===== src/verilog/tc_unit_map.vh =====
// Constants for the timer/counter unit: codes, limits, reset values, rates
`ifndef TC_UNIT_MAP_VH
`define TC_UNIT_MAP_VH

// System clock and tick source rates, in kHz
`define CLK_SYS_KHZ 17'd125000
`define SRC_1MHZ_KHZ 17'd1000
`define SRC_4MHZ_KHZ 17'd4000
`define SRC_12MHZ_KHZ 17'd12000
`define SRC_48MHZ_KHZ 17'd48000

// Tick source selector codes
`define SRC_4M 3'h0
`define SRC_12M 3'h1
`define SRC_48M 3'h2
`define SRC_1M_DIV 3'h3
`define SRC_4M_DIV 3'h4
`define SRC_12M_DIV 3'h5
`define SRC_48M_DIV 3'h6
`define SRC_LAST 3'h6

// Hardware revision codes
`define REV_OLDEST 2'h0
`define REV_MIDDLE 2'h1
`define REV_NEWEST 2'h2

// Pin base limits and substitute value
`define PIN_BASE_MIN 4'h4
`define PIN_BASE_MAX 4'h8
`define PIN_BASE_SUBST 4'h4

// Timer mode codes and timer count limit
`define MODE_PWM16 4'h0
`define MODE_PWM8 4'h1
`define MODE_STOP 4'h9
`define MODE_SYS_LOW 4'hA
`define MODE_LAST 4'hD
`define MAX_TIMERS 2'h2

// Reset values
`define RST_TICK_SRC 3'h2
`define RST_PRESCALE 8'h01
`define RST_PIN_BASE 4'h4
`define RST_TMR_MODE 4'hA

`endif


===== src/verilog/edge_tally.v =====
// One 32-bit falling-edge counter with reset and read-before-reset
`timescale 1ns/1ps
module edge_tally (
  input wire clk_sys_i,          // System clock
  input wire arst_n_i,           // Async reset, active low
  input wire en_i,               // Counter enabled and available
  input wire line_i,             // Synchronised input line
  input wire clr_i,              // Reset count, one-cycle pulse
  output reg [31:0] count_o      // Running count
);

  reg line_q;

  // Falling edge detector on an already synchronised line
  always @(posedge clk_sys_i or negedge arst_n_i) begin
    if (!arst_n_i) begin
      line_q <= 1'b1;
    end else begin
      line_q <= line_i;
    end
  end

  // Count, reset wins but an edge in that same cycle still counts once
  always @(posedge clk_sys_i or negedge arst_n_i) begin
    if (!arst_n_i) begin
      count_o <= 32'h00000000;
    end else if (clr_i) begin
      count_o <= {31'h00000000, en_i & line_q & ~line_i};
    end else if (en_i && line_q && !line_i) begin
      count_o <= count_o + 32'h00000001; // [RL11]
    end
  end

endmodule


===== src/verilog/timer_counter_pwm_unit.v =====
// Timer/counter unit: pin mapping, config checks, shared tick, PWM, edge counters
//
// Behaviour
// RL1 - Enabled channels packed in order from base
// RL2 - All four on base 8 use lines 8-11
// RL3 - Newest revision: base 0-3 is an error
// RL4 - Error suppressed: base 0-3 becomes 4
// RL5 - Only timers and counters move; others fixed
// RL6 - First counter unavailable with divided tick sources
// RL7 - Unavailable first counter takes no line
// RL8 - Enabling first counter on divided source errors
// RL9 - Divided source while first counter enabled errors
// RL10 - Assigned line direction set, kept after disable
// RL11 - Counters: 32-bit, count falling edges
// RL12 - Reset-and-read returns pre-reset count
// RL13 - Timer mode codes 0 to 13
// RL14 - Timer-stop mode only on odd timers
// RL15 - Tick selector: three fixed, four divided rates
// RL16 - Divisor 8-bit, zero means 256
// RL17 - Oldest revision halves every tick rate
// RL18 - 16-bit PWM: value is low ticks of 65536
// RL19 - 8-bit PWM uses upper byte, 256 period
// RL20 - Shared tick aligns all PWM falling edges
// RL21 - PWM period starts low, then high
// RL22 - New PWM waits for period counter wrap
// RL23 - Duty change applies at period boundary
// RL24 - Errors sticky; bad writes change nothing
`timescale 1ns/1ps
`include "tc_unit_map.vh"
module timer_counter_pwm_unit (
  input wire clk_sys_i,          // System clock, 125 MHz
  input wire arst_n_i,           // Async reset, active low
  input wire [1:0] hw_rev_i,     // Revision strap, asynchronous level
  input wire err_suppress_i,     // Power-up option: suppress base error
  input wire cfg_wr_i,           // Channel config write pulse
  input wire [1:0] cfg_tmr_num_i, // Number of timers enabled, 0 to 2
  input wire cfg_cnt0_en_i,      // First edge counter enable
  input wire cfg_cnt1_en_i,      // Second edge counter enable
  input wire [3:0] cfg_pin_base_i, // Channel pin base
  input wire [2:0] cfg_tick_src_i, // Tick source select
  input wire [7:0] cfg_prescale_i, // Tick prescale divisor
  input wire tmr_wr_i,           // Timer mode/value write pulse
  input wire tmr_sel_i,          // Timer index for the write
  input wire [3:0] tmr_mode_i,   // Timer mode code
  input wire [15:0] tmr_value_i, // Timer value
  input wire cnt_rd_i,           // Edge counter read pulse
  input wire cnt_rst_i,          // Edge counter reset pulse
  input wire cnt_sel_i,          // Edge counter index
  input wire err_clr_i,          // Clear sticky error pulse
  input wire gpio_dir_wr_i,      // Host retakes direction of free lines
  input wire [15:0] gpio_out_i,  // Host level for free lines
  input wire [15:0] gpio_oe_n_i, // Host enable for free lines, low drives
  input wire [15:0] io_in_i,     // Line levels from pins
  output reg [15:0] io_out_o,    // Line output levels
  output reg [15:0] io_oe_n_o,   // Line output enables, low drives
  output reg [31:0] cnt_rd_data_o, // Edge counter read data
  output reg cnt_rd_vld_o,       // Read data valid pulse
  output reg cfg_err_o,          // Sticky configuration error
  output reg cnt0_avail_o,       // First counter available
  output reg tick_o              // Shared timer tick pulse
);

  // Active configuration
  reg [1:0] tmr_num;
  reg cnt0_en;
  reg cnt1_en;
  reg [3:0] pin_base;
  reg [2:0] tick_src;
  reg [7:0] prescale;
  reg [3:0] tmr_mode [0:1];
  reg [15:0] tmr_pend [0:1];

  // Straps and pins cross in through two flops
  reg [1:0] rev_s1;
  reg [1:0] rev;
  reg sup_s1;
  reg sup;
  reg [15:0] in_s1;
  reg [15:0] in_s;

  always @(posedge clk_sys_i or negedge arst_n_i) begin
    if (!arst_n_i) begin
      rev_s1 <= 2'h0;
      rev <= 2'h0;
      sup_s1 <= 1'b0;
      sup <= 1'b0;
      in_s1 <= 16'hFFFF;
      in_s <= 16'hFFFF;
    end else begin
      rev_s1 <= hw_rev_i;
      rev <= rev_s1;
      sup_s1 <= err_suppress_i;
      sup <= sup_s1;
      in_s1 <= io_in_i;
      in_s <= in_s1;
    end
  end

  // Config write check
  wire new_div = (cfg_tick_src_i >= `SRC_1M_DIV);
  wire low_base = (cfg_pin_base_i < `PIN_BASE_MIN) && (rev == `REV_NEWEST);
  wire base_err = (low_base && !sup) || (cfg_pin_base_i > `PIN_BASE_MAX); // [RL3]
  wire div_err = new_div && cfg_cnt0_en_i; // [RL8] [RL9]
  wire cfg_bad = base_err || div_err || (cfg_tick_src_i > `SRC_LAST)
                 || (cfg_tmr_num_i > `MAX_TIMERS);
  wire [3:0] eff_base = low_base ? `PIN_BASE_SUBST : cfg_pin_base_i; // [RL4]

  // Timer write check: odd-only stop mode and mode range
  wire tmr_bad = (tmr_mode_i > `MODE_LAST) ||
                 ((tmr_mode_i == `MODE_STOP) && !tmr_sel_i); // [RL13] [RL14]

  // Rejected writes leave settings untouched
  always @(posedge clk_sys_i or negedge arst_n_i) begin
    if (!arst_n_i) begin
      tmr_num <= 2'h0;
      cnt0_en <= 1'b0;
      cnt1_en <= 1'b0;
      pin_base <= `RST_PIN_BASE;
      tick_src <= `RST_TICK_SRC;
      prescale <= `RST_PRESCALE;
    end else if (cfg_wr_i && !cfg_bad) begin
      tmr_num <= cfg_tmr_num_i;
      cnt0_en <= cfg_cnt0_en_i;
      cnt1_en <= cfg_cnt1_en_i;
      pin_base <= eff_base;
      tick_src <= cfg_tick_src_i;
      prescale <= cfg_prescale_i;
    end
  end

  // Sticky error; a new error beats a clear in the same cycle
  always @(posedge clk_sys_i or negedge arst_n_i) begin
    if (!arst_n_i) begin
      cfg_err_o <= 1'b0;
    end else if ((cfg_wr_i && cfg_bad) || (tmr_wr_i && tmr_bad)) begin
      cfg_err_o <= 1'b1; // [RL24]
    end else if (err_clr_i) begin
      cfg_err_o <= 1'b0;
    end
  end

  // Base rate per selector, halved on the oldest revision
  reg [16:0] src_khz;
  always @* begin
    case (tick_src)
      `SRC_4M: src_khz = `SRC_4MHZ_KHZ;
      `SRC_12M: src_khz = `SRC_12MHZ_KHZ;
      `SRC_48M: src_khz = `SRC_48MHZ_KHZ;
      `SRC_1M_DIV: src_khz = `SRC_1MHZ_KHZ;
      `SRC_4M_DIV: src_khz = `SRC_4MHZ_KHZ;
      `SRC_12M_DIV: src_khz = `SRC_12MHZ_KHZ;
      `SRC_48M_DIV: src_khz = `SRC_48MHZ_KHZ;
      default: src_khz = `SRC_48MHZ_KHZ;
    endcase
  end
  wire [16:0] inc = (rev == `REV_OLDEST) ? {1'b0, src_khz[16:1]} : src_khz; // [RL17] [RL15]

  // Phase accumulator: 48 MHz is not an integer fraction of 125 MHz,
  // so ticks carry one cycle of jitter but the right average rate
  reg [16:0] phase;
  wire [17:0] phase_sum = {1'b0, phase} + {1'b0, inc};
  wire base_hit = (phase_sum >= {1'b0, `CLK_SYS_KHZ});
  wire is_div = (tick_src >= `SRC_1M_DIV);
  reg [7:0] pre_cnt;
  wire pre_hit = (pre_cnt == prescale - 8'h01); // [RL16]

  always @(posedge clk_sys_i or negedge arst_n_i) begin
    if (!arst_n_i) begin
      phase <= 17'h00000;
      pre_cnt <= 8'h00;
      tick_o <= 1'b0;
    end else begin
      phase <= base_hit ? phase_sum[16:0] - `CLK_SYS_KHZ : phase_sum[16:0];
      if (cfg_wr_i && !cfg_bad) begin
        pre_cnt <= 8'h00;
      end else if (base_hit && is_div) begin
        pre_cnt <= pre_hit ? 8'h00 : pre_cnt + 8'h01;
      end
      // Fixed sources ignore the prescale
      tick_o <= base_hit && (!is_div || pre_hit); // [RL15]
    end
  end

  // First counter only exists on the fixed sources
  wire c0_act = cnt0_en && !is_div; // [RL6]

  // Channel line positions, packed in order
  wire [3:0] pos_t1 = pin_base + 4'h1;
  wire [3:0] pos_c0 = pin_base + {2'h0, tmr_num};
  wire [3:0] pos_c1 = pos_c0 + {3'h0, c0_act}; // [RL1] [RL7] [RL2]

  // Shared free-running period counter
  reg [15:0] pcnt;
  wire wrap16 = tick_o && (pcnt == 16'hFFFF);
  wire wrap8 = tick_o && (pcnt[7:0] == 8'hFF);
  always @(posedge clk_sys_i or negedge arst_n_i) begin
    if (!arst_n_i) begin
      pcnt <= 16'h0000;
    end else if (tick_o) begin
      pcnt <= pcnt + 16'h0001; // [RL20]
    end
  end

  // Per-timer PWM
  reg [15:0] duty [0:1];
  reg [1:0] run;
  reg [1:0] pwm_lvl;
  wire [1:0] is_pwm;
  genvar t;
  generate
    for (t = 0; t < 2; t = t + 1) begin : g_tmr
      wire wr_me = tmr_wr_i && !tmr_bad && (tmr_sel_i == t);
      wire pwm8 = (tmr_mode[t] == `MODE_PWM8);
      wire bound = pwm8 ? wrap8 : wrap16;
      assign is_pwm[t] = (tmr_mode[t] == `MODE_PWM16) || pwm8;
      always @(posedge clk_sys_i or negedge arst_n_i) begin
        if (!arst_n_i) begin
          tmr_mode[t] <= `RST_TMR_MODE;
          tmr_pend[t] <= 16'h0000;
          duty[t] <= 16'h0000;
          run[t] <= 1'b0;
          pwm_lvl[t] <= 1'b1;
        end else begin
          if (wr_me) begin
            tmr_mode[t] <= tmr_mode_i;
            tmr_pend[t] <= tmr_value_i;
          end
          // Mode change restarts; duty alone waits for the boundary
          if (wr_me && (tmr_mode_i != tmr_mode[t])) begin
            run[t] <= 1'b0; // [RL22]
          end else if (bound) begin
            duty[t] <= tmr_pend[t]; // [RL23]
            run[t] <= is_pwm[t]; // [RL22]
          end
          // Low for the programmed count at the start of each period
          if (!run[t]) begin
            pwm_lvl[t] <= 1'b1;
          end else if (pwm8) begin
            pwm_lvl[t] <= !(pcnt[7:0] < duty[t][15:8]); // [RL19] [RL21]
          end else begin
            pwm_lvl[t] <= !(pcnt < duty[t]); // [RL18] [RL21]
          end
        end
      end
    end
  endgenerate

  // Line ownership map from the active configuration
  reg [15:0] line_tc;
  reg [15:0] line_drv;
  reg [15:0] line_val;
  always @* begin
    line_tc = 16'h0000;
    line_drv = 16'h0000;
    line_val = 16'hFFFF;
    if (tmr_num >= 2'h1) begin
      line_tc[pin_base] = 1'b1;
      line_drv[pin_base] = is_pwm[0];
      line_val[pin_base] = pwm_lvl[0];
    end
    if (tmr_num == 2'h2) begin
      line_tc[pos_t1] = 1'b1;
      line_drv[pos_t1] = is_pwm[1];
      line_val[pos_t1] = pwm_lvl[1];
    end
    if (c0_act) begin
      line_tc[pos_c0] = 1'b1;
    end
    if (cnt1_en) begin
      line_tc[pos_c1] = 1'b1;
    end
  end

  // Pin drive; free lines follow the host level, but released lines keep their direction until gpio_dir_wr_i
  reg [15:0] dir_hold;
  reg [15:0] held_oe_n;
  integer i;
  always @(posedge clk_sys_i or negedge arst_n_i) begin
    if (!arst_n_i) begin
      io_out_o <= 16'hFFFF;
      io_oe_n_o <= 16'hFFFF;
      dir_hold <= 16'h0000;
      held_oe_n <= 16'hFFFF;
    end else begin
      for (i = 0; i < 16; i = i + 1) begin
        if (line_tc[i]) begin
          dir_hold[i] <= 1'b1;
          held_oe_n[i] <= !line_drv[i]; // [RL10]
          io_out_o[i] <= line_val[i];
          io_oe_n_o[i] <= !line_drv[i]; // [RL10]
        end else begin
          if (gpio_dir_wr_i) begin
            dir_hold[i] <= 1'b0;
          end
          io_out_o[i] <= gpio_out_i[i]; // [RL5]
          io_oe_n_o[i] <= dir_hold[i] ? held_oe_n[i] : gpio_oe_n_i[i]; // [RL10]
        end
      end
    end
  end

  // Edge counters
  wire [31:0] cnt_val0;
  wire [31:0] cnt_val1;
  edge_tally u_tally0 (
    .clk_sys_i(clk_sys_i),
    .arst_n_i(arst_n_i),
    .en_i(c0_act),
    .line_i(in_s[pos_c0]),
    .clr_i(cnt_rst_i && !cnt_sel_i),
    .count_o(cnt_val0)
  );
  edge_tally u_tally1 (
    .clk_sys_i(clk_sys_i),
    .arst_n_i(arst_n_i),
    .en_i(cnt1_en),
    .line_i(in_s[pos_c1]),
    .clr_i(cnt_rst_i && cnt_sel_i),
    .count_o(cnt_val1)
  );

  // Read samples the count before a same-cycle reset lands
  always @(posedge clk_sys_i or negedge arst_n_i) begin
    if (!arst_n_i) begin
      cnt_rd_data_o <= 32'h00000000;
      cnt_rd_vld_o <= 1'b0;
      cnt0_avail_o <= 1'b1;
    end else begin
      cnt_rd_vld_o <= cnt_rd_i;
      if (cnt_rd_i) begin
        cnt_rd_data_o <= cnt_sel_i ? cnt_val1 : cnt_val0; // [RL12]
      end
      cnt0_avail_o <= !is_div; // [RL6]
    end
  end

endmodule

===== config.mk =====
export PLATFORM = sky130hd
export DESIGN_NAME = timer_counter_pwm_unit
export DESIGN_NICKNAME = d
export VERILOG_FILES = /design/src/verilog/edge_tally.v /design/src/verilog/timer_counter_pwm_unit.v
export VERILOG_INCLUDE_DIRS = /design/src /design/src/verilog
export SDC_FILE = /design/constraint.sdc
export NUM_CORES = 1
export LEC_CHECK = 0
export ABC_AREA = 1
export BUFFER_PORTS_ARGS = -buffer_cell sky130_fd_sc_hd__buf_2
export CORE_MARGIN = 5
export CORE_UTILIZATION = 55
export CTS_CLUSTER_DIAMETER = 200
export DETAILED_ROUTE_END_ITERATION = 8
export PLACE_DENSITY = 0.84
export SYNTH_ARGS = -nofsm -noshare
export SYNTH_HDL_FRONTEND = slang
export SYNTH_HIERARCHICAL = 1
export SYNTH_SLANG_ARGS = --single-unit

===== constraint.sdc =====
create_clock -name clk_sys_i -period 3.1 [get_ports clk_sys_i]
set_clock_uncertainty 0.2 [all_clocks]
set_input_delay 0.465 -clock clk_sys_i [delete_from_list [all_inputs] [get_ports clk_sys_i]]
set_output_delay 0.465 -clock clk_sys_i [all_outputs]
set_load 0.1 [all_outputs]

* Word level (Yosys, flattened, before mapping)
Index checks and enable logic that the tools add are counted.
Widths: inputs -> output; s select.
** Storage, ports and cells
- Register bits :: 340
** Operators by class
- Add/sub/neg operators :: 10
- $lt $le $gt $ge :: 21
- Equal/unequal tests :: 14
- Multiplexer cells :: 111
- Bitwise logic cells :: 15
- Reductions and logical operators :: 94
** Operators with widths (number)
- $mux 32 :: 5
- $mux 16 :: 8
- $mux 1 :: 83
- $add 32x1->32 const B :: 2
- $or 16x16->16 :: 4
- $pmux 16 s3 :: 1
- $reduce_bool 2->1 :: 22
- $mux 17 :: 2
- $bwmux 16 :: 2
- $lt 16x16->1 :: 2
- $logic_not 1->1 :: 28
- $logic_and 1x1->1 :: 27
- $mux 8 :: 3
- $lt 4x5->1 const B :: 4
- $add 17x17->18 :: 1
- $ge 18x17->1 const B :: 1
- $sub 17x17->17 const B :: 1
- $add 16x1->16 const B :: 1
- $and 16x16->16 :: 1
- $demux 1 s4 :: 4
- $eq 16x16->1 const B :: 1
- $ge 4x1->1 const B :: 4
- $lt 8x8->1 :: 2
- $not 16->16 :: 1
- 30 further kinds :: 55

* Depth between registers and ports, before layout
- Depth in word-level cells :: 12
- Depth in mapped cells :: 24
- Depth with buffers taken out :: 23

* Cells and area by module
Netlist, hierarchy kept.
** Modules (own cells, without submodules)
- timer_counter_pwm_unit :: instances 1, cells an instance 1764, area each 14527.7 sq um
- edge_tally :: instances 2, cells an instance 290, area each 2024.4 sq um

* Worst setup path before layout
OpenSTA, ideal clock, no wires.
- Path kind :: register -> register
- From :: reg tick_src[1]
- To :: reg u_tally1.count_o[11]
- Setup time :: 117 ps
- Arrival :: 3153 ps
- Required time :: 2783 ps
- Slack :: -370 ps
- Cell stages (with the launch flop) :: 22
- Buffers on the path :: 0
- Period minus slack after synthesis :: 3470 ps
- Cell sequence :: dfstp_2 -> inv_1 -> nor3_2 -> nor2_1 -> nand2_1 -> inv_1 -> ha_1 -> ha_1 -> inv_1 -> nor2_1 -> inv_1 -> o22ai_1 -> o311ai_0 -> nand2_1 -> inv_1 -> nand3_1 -> nand2_1 -> inv_1 -> nor2_2 -> nand3_2 -> nor2_1 -> nor2_1
** On the way
- Longest elaborated chain between the ends :: 9
** Ends and longest elaborated chain
- from (decl) :: line timer_counter_pwm_unit.v:68 : reg [2:0] tick_src;
- from (signal assigned) :: line timer_counter_pwm_unit.v:119 : tick_src <= `RST_TICK_SRC;
- from (signal assigned) :: line timer_counter_pwm_unit.v:126 : tick_src <= cfg_tick_src_i;
- $ge 3x2->1 (no source line)
- $logic_not 1->1 :: line timer_counter_pwm_unit.v:185 : wire c0_act = cnt0_en && !is_div;
- $logic_and 1x1->1 :: line timer_counter_pwm_unit.v:185
- net c0_act :: line timer_counter_pwm_unit.v:185
- $add 4x1->4 :: line timer_counter_pwm_unit.v:190 : wire [3:0] pos_c1 = pos_c0 + {3'h0, c0_act};
- $bmux 1 s4 :: line timer_counter_pwm_unit.v:317 : .line_i(in_s[pos_c1]),
- $mux 1 (implied by the code) :: line timer_counter_pwm_unit.v:317
- $logic_not 1->1 :: line edge_tally.v:29 : end else if (en_i && line_q && !line_i) begin
- $logic_and 1x1->1 :: line edge_tally.v:29
- $reduce_bool 2->1 (no source line)
- to (signal assigned) :: line edge_tally.v:28 : count_o <= {31'h00000000, en_i & line_q & ~line_i};
- to (signal assigned) :: line edge_tally.v:30 : count_o <= count_o + 32'h00000001;
- to (decl) :: line edge_tally.v:9 : output reg [31:0] count_o
The timed path passes the listed nets, and every way through them passes these cells. The select of a mux whose other input is x is not followed.
A chain may end at the register's enable or synchronous reset.

* Final worst setup path
- From :: reg tick_src[1]
- To :: reg pre_cnt[2]
** On the way
- Longest elaborated chain between the ends :: 8
- Elaborated cells between the ends (all ways) :: 14
- Those cells by class :: 1 x add/sub; 2 x order compare; 4 x eq/ne; 2 x mux; 5 x reduce/logical
** Ends and longest elaborated chain
- $eq 3x3->1 (tied with other cells) :: line timer_counter_pwm_unit.v:145 : case (tick_src)
- $reduce_or 2->1 (no source line)
- $pmux 16 s3 :: line timer_counter_pwm_unit.v:145
- $mux 17 :: line timer_counter_pwm_unit.v:156 : wire [16:0] inc = (rev == `REV_OLDEST) ? {1'b0, src_khz[16:1]} : src_khz;
- $add 17x17->18 :: line timer_counter_pwm_unit.v:161 : wire [17:0] phase_sum = {1'b0, phase} + {1'b0, inc};
- $ge 18x17->1 :: line timer_counter_pwm_unit.v:162 : wire base_hit = (phase_sum >= {1'b0, `CLK_SYS_KHZ});
- $logic_and 1x1->1 (*) :: line timer_counter_pwm_unit.v:176 : end else if (base_hit && is_div) begin
- $reduce_bool 2->1 (no source line) (*)
- to (signal assigned) :: line timer_counter_pwm_unit.v:177 : pre_cnt <= pre_hit ? 8'h00 : pre_cnt + 8'h01;
- to (decl) :: line timer_counter_pwm_unit.v:164 : reg [7:0] pre_cnt;
Every way passes the cells marked *; elsewhere a longest branch is shown, timed or not.

==> results.sh <==
export IMPL_grt_util_all_layers=0.273
export IMPL_syn_to_final_growth_pct=32.6
export IMPL_final_max_slew_violation_count=0
export IMPL_setup_viol=97
export IMPL_rows=67
export IMPL_path_delay_family="simple AND/OR/NAND/NOR gates"
export IMPL_synth_edf_count=0
export IMPL_fillCellCount=2190
export IMPL_synth_area_top_cells="dfrtp_1 33%, dfstp_2 13%, nand2_1 12%"
export IMPL_endpoint_kind="flip-flop"
export IMPL_slew_headroom=0.353
export IMPL_timing_final_ws_setup_ps=-386
export IMPL_stdcell_count=3217
export IMPL_slowest_stage="dfstp_2"
export IMPL_netlist_instances=2344
export IMPL_wire_per_inst_um=18.4
export IMPL_antenna_found_initial=4
export IMPL_dieArea_um2=37600
export IMPL_routed_via_count=18592
export IMPL_cts_tree="built"
export IMPL_drc=0
export IMPL_grt_pass1_vias=17709
export IMPL_crit_chain="inv_4, buf_6, nor2_4, inv_4, nor2_4, nor2_4, ha_4, nand2_4, nor2_4, and2_1, nand2_2, nand2_1, nand2_1, nand2_2, nand2_4, nor2_4, nand3_2, nand3_4, buf_12, buf_6, nand2_8, nand3_2, nand2_1"
export IMPL_reg2reg_setup_slack_ps=-390
export IMPL_synth_warnings=6
export IMPL_avgSynthCellArea_um2=7.93
export IMPL_die_h_um=194
export IMPL_multi_input_area_um2=9960
export IMPL_fin_area_um2=24600
export IMPL_drt_iter0_drc=2019
export IMPL_drive_gt1_frac=0.323
export IMPL_dpl_cell_area_um2=20700
export IMPL_status="complete, but fails checks"
export IMPL_ys_flop_type="dfrtp_1"
export IMPL_synth_area_um2=18600
export IMPL_cp_arrival_ps=3670
export IMPL_cp_required_ps=3280
export IMPL_wl_um=59300
export IMPL_cpMostUsedCell="nor2_4"
export IMPL_hold_path_class="input pin to flip-flop"
export IMPL_final_cell_mix="491 x nand2_1, 308 x inv_1, 246 x dfrtp_1, 225 x nor2_1, 166 x buf_2"
export IMPL_violations="negative setup slack"
export IMPL_overflow=0
export IMPL_initial_utilization=0.555
export IMPL_fmax_ghz=0.287
export IMPL_cts_buffers=36
export IMPL_synth_area_leader_cell="dfrtp_1"
export IMPL_slowest_delay_ps=570
export IMPL_nets=2908
export IMPL_die_x_um=194
export IMPL_ios=168
export IMPL_dpl_hpwl_um=36900
export IMPL_peakVddDrop_uv=788
export IMPL_clkTransAtPathRegs_ps=60
export IMPL_grt_pass1_wl_um=86900
export IMPL_regArea_um2=8570
export IMPL_cap_viol_max_count=0
export IMPL_synth_async_sr_flop_share=1.00
export IMPL_place_gp_congestion=1.00
export IMPL_power_leakage_uw=0.0118
export IMPL_tns_ps=-17490
export IMPL_p_per_area_nw_per_um2=861
export IMPL_critPathLaunchType="flip-flop"
export IMPL_total_power_uw=21200
export IMPL_io_buffers=167
export IMPL_drtPass1Iterations=6
export IMPL_via_per_inst=5.78
export IMPL_worstSkewPairLatency_ps=530
export IMPL_synth_sequential_area_ratio=0.462
export IMPL_synth_top_area_frac=0.331
export IMPL_grt_max_degree=76
export IMPL_ys_types=53
export IMPL_pre_cts_ws_ps=-308
export IMPL_post_place_cells=3023
export IMPL_cp_buffers_inverters=5
export IMPL_period_share=1.12
export IMPL_clk_path_buf_depth=3
export IMPL_crit_fanout=8
export IMPL_worstMarginPinSlew_ps=968
export IMPL_layout_commonest_cell="nand2_1"
export IMPL_syn_nets=2515
export IMPL_cts_sinks=338
export IMPL_cts_root_buf="clkbuf_16"
export IMPL_period_needed_ps=3490
export IMPL_hold_violations=0
export IMPL_ctsHtreeMaxLevel=2
export IMPL_coreArea_um2=33400
export IMPL_rsz0062_at_grt="true"
export IMPL_synth_seq_cells=338
export IMPL_ant_nets=0
export IMPL_path_class="flip-flop to flip-flop"
flip-flops by register name, summed over array words and instances, names as in the netlist, 32 cells and up:
signal,flops
tmr_pend,32
duty,32
cnt_rd_data_o,32
u_tally0/count_o,32
u_tally1/count_o,32
where the power goes:
group	switching, uW	internal, uW
clock network	1780	2670
logic	6760	4060
registers	531	5400
logic make-up (layout without fill, tap and decap cells):
family          count (synthesis)  count (layout)  synth area share
other cells                     0               4                 0
buf+inv                       386             807            0.0818
compound gates                365             365             0.109
flops                         338             338             0.462
xor+xnor                       47              47            0.0230
simple gates                 1104            1104             0.256
fa+ha+maj                      71              71            0.0486
mux                            33              33            0.0200
cell usage after synthesis (3+ instances only):
cell type  count
a31oi_1       40
o21ai_0      170
and3_1         4
nand3_2       10
dfstp_2       92
and2_1         5
o221ai_1       7
xnor2_1       17
nor3_1        13
nand3_1      110
nor2_4        12
buf_6          9
clkbuf_1      34
o22ai_1       20
mux2_2        33
a211oi_1       6
nand2_1      593
xor2_1        28
nand2_2       13
a21oi_1       78
o21ai_1       13
nor2_2        24
o211ai_1      15
ha_1          69
nor2_1       265
nand4_1       32
dfrtp_1      246
inv_1        337
nand3b_1       9
and2_2         3
area by class of cell:
| type | instances | area share |
|---|---|---|
| multi-input combinational | 1620 | 0.404 |
| timing repair buffer | 402 | 0.122 |
| inverter | 339 | 0.0527 |
| clock inverter | 10 | 0.00665 |
| tap | 448 | 0.0228 |
| antenna | 4 | 0.000406 |
| sequential | 338 | 0.348 |
| clock buffer | 56 | 0.0426 |
what timing repair did:
action	CTS	global route
resized for setup	135	311
setup endpoints to repair	86	124
pin swaps	44	110
hold buffers	49	0
buffers inserted	28	51
hold endpoints to repair	77	0
path summary, 6_finish.rpt:
kind,cells past startpoint,endpoint,from
max reg2reg,23,pre_cnt[2],tick_src[1]
min in group asynchronous,2,dir_hold[9],arst_n_i
max,23,pre_cnt[2],tick_src[1]
max in group asynchronous,3,cnt_rd_data_o[19],arst_n_i
min,3,tmr_pend[4],tmr_value_i[4]
min reg2reg,0,in_s[2],in_s1[2]
worst reg2reg max path, cell delays in order (launching register included):
cell and delay (ps):
dfstp_2 570, inv_4 50, buf_6 110, nor2_4 200, inv_4 80, nor2_4 120
nor2_4 60, ha_4 310, nand2_4 90, nor2_4 120, and2_1 190, nand2_2 110
nand2_1 100, nand2_1 70, nand2_2 120, nand2_4 70, nor2_4 120, nand3_2 110
nand3_4 120, buf_12 130, buf_6 100, nand2_8 80, nand3_2 80, nand2_1 70
layer usage:
metal  global-route usage  routed length [um]
met1                0.347               22500
met2                0.476               29100
met3               0.0476                4510
met4               0.0923                3170
met5                    0                   0
through the flow:
stage	hold WS, ps	util
2_1_floorplan	-30.6	-
3_3_place_gp	135	0.618
3_5_place_dp	135	0.618
4_1_cts	0.180	0.691
5_1_grt	17.3	0.736
6_report	10.7	0.736
No activity file was read; power rests on OpenSTA's default activity.
